==> src/monitor_regs_pkg.sv <==
`default_nettype none
package monitor_regs_pkg;
    localparam logic [7:0] CFG_ONE_ADDR    = 8'h40;
    localparam logic [7:0] STATUS_ONE_ADDR = 8'h41;
    localparam logic [7:0] STATUS_TWO_ADDR = 8'h42;
    localparam int RUN_BIT      = 0;
    localparam int LOCK_BIT     = 1;
    localparam int READY_BIT    = 2;
    localparam int BOOST_BIT    = 3;
    localparam int POLL_BIT     = 4;
    localparam int OVERRIDE_BIT = 5;
    localparam int SUMMARY_BIT  = 7;
    localparam logic [7:0] CFG_ONE_RESET    = 8'h04;
    localparam logic [7:0] STATUS_ONE_RESET = 8'h00;
    localparam logic [7:0] FULL_DUTY        = 8'hff;
    localparam int POWER_UP_NS     = 1000;
    localparam int CLK_PERIOD_NS   = 8;
    localparam int POWER_UP_CYCLES = (POWER_UP_NS + CLK_PERIOD_NS - 1) / CLK_PERIOD_NS;
endpackage : monitor_regs_pkg
`default_nettype wire

==> src/flag_latch.sv <==
`default_nettype none
// Sticky out-of-limit flags with clear-on-read gated by the live condition
module flag_latch #(
    parameter int WIDTH = 8
) (
    input  wire logic             clk,
    input  wire logic             rst_n,
    input  wire logic [WIDTH-1:0] fault,
    input  wire logic             read_clear,
    input  wire logic [WIDTH-1:0] seen,
    output logic      [WIDTH-1:0] flags
);
    import monitor_regs_pkg::*;

    typedef struct packed {
        logic [WIDTH-1:0] flags;
    } latch_s;

    latch_s st;
    latch_s next_st;

    // Only flags seen as 1 clear; a fault present now re-sets them
    always_comb
    begin
        next_st = st;
        if (read_clear)
            next_st.flags = (st.flags & ~seen) | fault;
        else
            next_st.flags = st.flags | fault;
    end

    always_ff @(posedge clk)
    begin
        if (!rst_n)
            st.flags <= STATUS_ONE_RESET[WIDTH-1:0];
        else
            st <= next_st;
    end

    assign flags = st.flags;
endmodule : flag_latch
`default_nettype wire

==> src/monitor_config_and_status1.sv <==
`default_nettype none
// Functional notes
// - Run bit set: monitor and drive PWM from programmed limits.
// - Run bit clear: stop monitoring, PWM from default power-up limits.
// - Clearing run bit leaves programmed limits untouched.
// - Run bit stays writable after lock.
// - Monitoring stopped forces every PWM to full duty.
// - Lock bit is write-once; locks lockable registers until power cycle.
// - Writes to locked fields are ignored, contents kept.
// - Ready flag reads 1 once powered up and able to monitor.
// - Boost bit forces full duty; clearing returns to automatic speed.
// - Boost bit stays writable after lock.
// - Bit 4 enables CPU thermal polling; read-only once locked.
// - Bit 5: overtemp or failsafe drives full duty even in manual; locks.
// - Status register one resets to zero.
// - Bits 0-3 latch on voltage out-of-limit.
// - Read clears a latched flag only when its fault has gone.
// - With overtemp pin mode, bit 0 sets on timer limit exceeded.
// - Bits 4-6 latch on remote one, local, remote two temperature faults.
// - Bit 7 is OR of status register two.
module monitor_config_and_status1
    import monitor_regs_pkg::*;
#(
    parameter int NUM_PWM = 3,
    parameter int READY_DELAY = POWER_UP_CYCLES
) (
    // Clock and reset
    input  wire logic                 clk,
    input  wire logic                 rst_n,
    // Register access
    input  wire logic [7:0]           reg_addr,
    input  wire logic                 reg_wr,
    input  wire logic [7:0]           reg_wdata,
    input  wire logic                 reg_rd,
    output logic      [7:0]           reg_rdata,
    // Fault sources
    input  wire logic [3:0]           voltage_fault,
    input  wire logic                 overtemp_pin_mode,
    input  wire logic                 overtemp_timer_exceeded,
    input  wire logic [2:0]           temp_fault,
    input  wire logic [7:0]           status_two,
    input  wire logic                 overtemp_signal,
    input  wire logic                 cpu_failsafe_limit,
    // Fan control
    input  wire logic [NUM_PWM*8-1:0] auto_duty,
    input  wire logic [NUM_PWM-1:0]   manual_mode,
    output logic      [NUM_PWM*8-1:0] pwm_duty,
    // Configuration state
    output logic                      monitoring_run,
    output logic                      use_programmed_limits,
    output logic                      limits_locked,
    output logic                      cpu_thermal_poll_enable
);
    typedef struct packed {
        logic                 run;
        logic                 lock;
        logic                 ready;
        logic                 boost;
        logic                 poll;
        logic                 override_manual;
        logic [15:0]          ready_count;
        logic [7:0]           rdata;
        logic [NUM_PWM*8-1:0] duty;
    } state_s;

    state_s st;
    state_s next_st;
    logic [7:0] status_flags;
    logic [7:0] status_view;
    logic [7:0] fault_vec;
    logic       status_read;
    logic       force_full;
    logic       alarm;

    localparam logic [15:0] READY_LAST = 16'(READY_DELAY);

    function automatic logic [7:0] cfg_image(input state_s s);
        logic [7:0] v;
        v = 8'h00;
        v[RUN_BIT]      = s.run;
        v[LOCK_BIT]     = s.lock;
        v[READY_BIT]    = s.ready;
        v[BOOST_BIT]    = s.boost;
        v[POLL_BIT]     = s.poll;
        v[OVERRIDE_BIT] = s.override_manual;
        return v;
    endfunction : cfg_image

    // Full duty wins over all; an alarm reaches a manual fan only through the override bit
    function automatic logic [7:0] pick_duty(
        input logic       force_all,
        input logic       alarm_now,
        input logic       manual,
        input logic       reach_manual,
        input logic [7:0] auto_value
    );
        logic [7:0] d;
        d = auto_value;
        if (alarm_now && (reach_manual || !manual))
            d = FULL_DUTY;
        if (force_all)
            d = FULL_DUTY;
        return d;
    endfunction : pick_duty

    // Pin mode steers the bit-0 source between voltage and overtemp timer
    always_comb
    begin
        fault_vec = {1'b0, temp_fault, voltage_fault};
        if (overtemp_pin_mode)
            fault_vec[0] = overtemp_timer_exceeded;
    end

    assign status_read = reg_rd && (reg_addr == STATUS_ONE_ADDR);
    assign status_view = {|status_two, status_flags[6:0]};

    flag_latch #(
        .WIDTH (8)
    ) flag_latch_inst (
        .clk        (clk),
        .rst_n      (rst_n),
        .fault      (fault_vec),
        .read_clear (status_read),
        .seen       (status_flags),
        .flags      (status_flags)
    );

    always_comb
    begin
        next_st = st;

        // Ready is set at power-on; the count only matters if it is ever cleared
        if (!st.ready)
        begin
            if (st.ready_count >= READY_LAST)
                next_st.ready = 1'b1;
            else
                next_st.ready_count = st.ready_count + 16'h0001;
        end

        // Run and boost stay writable under lock; the lockable bits do not
        if (reg_wr && reg_addr == CFG_ONE_ADDR)
        begin
            next_st.run   = reg_wdata[RUN_BIT];
            next_st.boost = reg_wdata[BOOST_BIT];
            if (!st.lock)
            begin
                next_st.lock            = reg_wdata[LOCK_BIT];
                next_st.poll            = reg_wdata[POLL_BIT];
                next_st.override_manual = reg_wdata[OVERRIDE_BIT];
            end
        end

        // Read data stands for one cycle, then falls back to zero
        next_st.rdata = 8'h00;
        if (reg_rd)
        begin
            case (reg_addr)
                CFG_ONE_ADDR:    next_st.rdata = cfg_image(st);
                STATUS_ONE_ADDR: next_st.rdata = status_view;
                default:         next_st.rdata = 8'h00;
            endcase
        end

        // Alarm is judged per fan, so a manual fan keeps its setting unless overridden
        alarm      = overtemp_signal || cpu_failsafe_limit;
        force_full = !st.run || st.boost;
        for (int i = 0; i < NUM_PWM; i++)
        begin
            next_st.duty[i*8 +: 8] = pick_duty(force_full, alarm, manual_mode[i], st.override_manual,
                                               auto_duty[i*8 +: 8]);
        end
    end

    always_ff @(posedge clk)
    begin
        if (!rst_n)
        begin
            st <= '0;
            st.ready <= CFG_ONE_RESET[READY_BIT];
            st.ready_count <= 16'h0000;
            st.duty <= {NUM_PWM{FULL_DUTY}};
        end
        else
            st <= next_st;
    end

    assign reg_rdata               = st.rdata;
    assign pwm_duty                = st.duty;
    assign monitoring_run          = st.run;
    assign use_programmed_limits   = st.run;
    assign limits_locked           = st.lock;
    assign cpu_thermal_poll_enable = st.poll;
endmodule : monitor_config_and_status1
`default_nettype wire

==> config.mk <==
export PLATFORM = sky130hd
export DESIGN_NAME = monitor_config_and_status1
export DESIGN_NICKNAME = d
export VERILOG_FILES = /design/src/monitor_regs_pkg.sv /design/src/flag_latch.sv /design/src/monitor_config_and_status1.sv
export SDC_FILE = /design/constraint.sdc
export NUM_CORES = 1
export LEC_CHECK = 0
export BUFFER_PORTS_ARGS = -buffer_cell sky130_fd_sc_hd__buf_4
export CORE_UTILIZATION = 42
export CTS_CLUSTER_DIAMETER = 150
export CTS_CLUSTER_SIZE = 16
export DETAILED_ROUTE_END_ITERATION = 10
export GPL_TIMING_DRIVEN = 0
export PLACE_DENSITY = 0.71
export SLEW_MARGIN = 20
export SYNTH_ARGS = -nofsm -noshare
export SYNTH_HDL_FRONTEND = slang
export SYNTH_HIERARCHICAL = 1
export SYNTH_SLANG_ARGS = --single-unit
==> constraint.sdc <==
create_clock -name clk -period 1.85 [get_ports clk]
set_clock_uncertainty 0.15 [all_clocks]
set_input_delay 0 -clock clk [delete_from_list [all_inputs] [get_ports clk]]
set_output_delay 0 -clock clk [all_outputs]
set_load 0.005 [all_outputs]
Word-level counts from Yosys, hierarchy flattened. Cells that the tools add are included.

Word-level logic and storage cells: 51. Input bits: 66. Register bits after elaboration: 62. Output and inout port bits: 36.

Multiplexer cells: 5. Bitwise logic cells: 8. Add/subtract/negate cells: 1. Reductions and logical operators: 22. Order comparisons: 1. Equality and inequality tests: 2.

Operator list (number): $add A16 B1 Y16 const B (1); $eq A8 B7 Y1 const B (2); $ge A16 B7 Y1 const B (1); $or A8 B7 Y8 (2); $pmux W8 S2 (1); $reduce_or A3 Y1 (3); $and A8 B8 Y8 (1); $mux W8 (1); $not A8 Y8 (1); $reduce_or A8 Y1 (1); $reduce_and A2 Y1 (3); $logic_and A1 B1 Y1 (5); $logic_or A1 B1 Y1 (5); $logic_not A1 Y1 (4); $not A1 Y1 (4); $mux W1 (3); $reduce_or A2 Y1 (1).

Longest topological paths before layout.
Depth in word-level cells: 4. Gate-level depth with buffers: 6. Depth with buffers taken out: 6.

Modules after synthesis. Netlist, hierarchy kept.

By module, submodules not included: monitor_config_and_status1 (cells each 210, times used 1, seq. area each 1081.0 µm², area an instance 2109.5 µm²); flag_latch (cells each 33, times used 1, seq. area each 160.2 µm², area an instance 285.3 µm²).

Worst setup path before layout. No wires, ideal clock.

Path kind: flip-flop to flip-flop. Start point: reg st[32] (netlist name). End point: reg st[32] (netlist name). Required time: 1.574 ns. Buffers on the path: 0. Period minus slack after synthesis: 1.865 ns. Stages on the path, launching flop included: 7. Setup time: 0.126 ns. Path slack: -0.015 ns. Arrival time: 1.589 ns. Cell sequence: dfxtp_1 inv_1 ha_1 nor2b_1 nor4b_1 nor2_1 mux2i_1.

Word-level cells in the longest chain between the ends: 3. Elaborated cells between the ends (all ways): 4.

Ends and longest elaborated chain: from (decl) (RTL line monitor_config_and_status1.sv:66) `state_s st;`; from (signal assigned) (RTL line monitor_config_and_status1.sv:185) `st <= next_st;`; $ge A16 B7 Y1 (RTL line monitor_config_and_status1.sv:135) `if (st.ready_count >= READY_LAST)`; $not A1 Y1 (no line); $reduce_and A2 Y1 (no line).

Parallel ways exist; a longest one is shown, timed or not. A chain may end at the register's enable or synchronous reset.

Final worst setup path.
Start point: reg st[41] (netlist name). End point: reg st[37] (netlist name).

Word-level cells in the longest chain between the ends: 3.

Ends and longest elaborated chain (RTL line): $ge A16 B7 Y1 (monitor_config_and_status1.sv:135); $not A1 Y1 (no line); $reduce_and A2 Y1 (no line).

Every way passes these cells.

==> impl_results.md <==
* Fillers at 361
* Nets at approximately 470
* Worst slew margin at 0.539
* Core area at roughly 5200 um2
* Total Routing Usage GR at 0.228
* Max Buffers Root-to-Sink at 2
* R2R Path Start: st[41]
* Syn_nets at 307
* Final hold vios at 0
* Routed WL per cell at 13.6 um
* Critical Path RT at 1.96 ns
* CTS root buffer: clkbuf_8
* Synthesized area at 2360 um2
* Max Slew Vio Count at 0
* Die W at 76.9 um
* Avg Synthesized Cell Area at around 9.9 um2
* Initial drt markers at roughly 110
* Hold path start: reg_rd
* CTS Buf Count at 9
* Vias in the first global route at approximately 2200
* Yosys warns at 6
* Fmax at 0.557 GHz
* Reg2reg path depth at 5
* Syn Inst Count at 238
* Area grow syn2layout at 70.2%
* Via Count at 2225
* IO Pins at 102
* Post-Route WL at 6.52 mm
* Total grt overflow at 0
* Mean number of vias per cell at 4.65
* CP max FO at 2
* Worst EP arrival at 1.90 ns
* Clock Pin Slew Worst Setup and Hold Paths at 0.06 ns
* ANT cells at 0
* Clock Latency Late Sink at 0.33 ns
* CP Cell Sequence: nor4_4, nand3_1, buf_4, or4_1, a21oi_1
* Effective utilization at floorplan at 0.450
* CTS tree: built
* Crit Reg-Reg Endpoint: st[37]
* First-pass GRT wire length at 10.2 mm
* Final setup violating endpoints at 0
* Fraction of layout cells with a size suffix above 1 at 0.458
* Delay of the slowest critical-path stage at 0.49 ns
* Largest net degree at the start of global routing at 11
* H-tree levels at 3
* WHS Path Cells at 4
* Final clock period utilization by the worst path at 0.971
* Multi-input gate area at between 800 and 900 um2
* Peak supply drop at 396 uV
* CP Capture Type: flop
* Leading cell type in the layout, fill and taps excluded: buf_4
* Register area at 1220 um2
* Antenna-violating nets left at 0
* Rows at 26
* Initial antenna violation count at 0
* Max-cap violations at 0
* Outcome: complete, no violations
* CTS sink cnt at 61
* Hold Path Sink: reg_rdata[7]
* Startpoint Class: flop
* # DRC at 0
* Die ar. at roughly 5900 um2
* CP Class: flop to flop
* Slew at the pin closest to its max-slew limit at a little under 0.7 ns
* WHS at 0.0686 ns
* First-pass detailed-route iteration total at 5
* Period minus WS final at 1.80 ns
* Number of buffers inserted by port buffering at between 90 and 100
* Die Height at 76.9 um
* Power Density at 685 nW/um2
* Static Leak at 1.78 nW
* Most frequent cells in the layout: buf_4 (134), dfxtp_1 (58), dlygate4sd3_1 (54)
* Class of the worst hold path: input pin to flop
* Gpl congestion at 0.783
* Post-DP HPWL at 3.78 mm
* CP max stage cell: or4_1
* Reg2Reg Setup Slack at 0.05 ns
* Final setup TNS at 0 ns
-- critical path, delay by kind of cell (launching register included) --
family,cells,cell delay [ns]
compound gates,1,0.15
simple gates,3,0.92
flops,1,0.33
buf+inv,1,0.17
-- how the worst max path moves through the flow --
stage / startpoint / to / slack (ns) / depth (start not counted)
global route: reg_addr[3] / flag_latch_inst/flags[6] / -0.02 / 7
floorplan: st[33] / st[38] / 0.14 / 6
global placement: st[32] / st[33] / -0.009 / 6
CTS: st[32] / st[33] / -0.06 / 6
finish: st[41] / st[37] / 0.05 / 5
detailed placement: st[32] / st[33] / -0.06 / 6
-- flip-flops by register name, summed over array words and instances, names as in the netlist --
name                     count
cpu_thermal_poll_enable      1
flag_latch_inst/flags        7
limits_locked                1
monitoring_run               1
pwm_duty                    24
reg_rdata                    8
st                          19
-- cell type report --
class	count	area share
Buffer	37	0.0677
Multi-Input combinational cell	127	0.221
Clock inverter	1	0.00749
Tap cell	70	0.0218
Inverter	13	0.0122
Timing Repair Buffer	155	0.324
Sequential cell	61	0.305
Clock buffer	14	0.0406
-- where the power goes --
part           internal [mW]  switching [mW]  total, mW  leakage (nW)
Sequential              1.32         0.00784       1.33         0.496
Clock                  0.691           0.484       1.17        0.0968
Combinational          0.171          0.0703      0.241          1.18
Total                   2.19           0.562       2.75          1.78
-- per-stage QoR --
stage	total power [mW]	worst slack, ns	cell area (um2)	util	instances
3_3_place_gp	1.50	-0.00869	3190	0.608	406
6_report	2.75	0.0535	4010	0.766	478
2_1_floorplan	1.39	0.141	2360	-	238
3_5_place_dp	1.50	-0.0572	3190	0.608	406
5_1_grt	2.85	-0.0200	4010	0.766	478
4_1_cts	2.76	-0.0635	3940	0.753	477
-- metal layers --
| layer | GRT usage | vias up | routed length (um) |
|---|---|---|---|
| met5 | 0 | - | 0 |
| met4 | 0.137 | 0 | 217 |
| li1 | - | 1108 | - |
| met1 | 0.246 | 1019 | 2620 |
| met2 | 0.409 | 78 | 3410 |
| met3 | 0.0440 | 20 | 272 |
-- repair_timing --
action                                  in CTS  in global routing
pin swaps                                    1                  4
endpoints found under the setup margin       5                 17
gates resized for setup                      1                 13
hold endpoints to repair                    47                  0
hold buffers                                55                  0
setup buffers                                1                  2
Power figures use the tool's default switching activity.
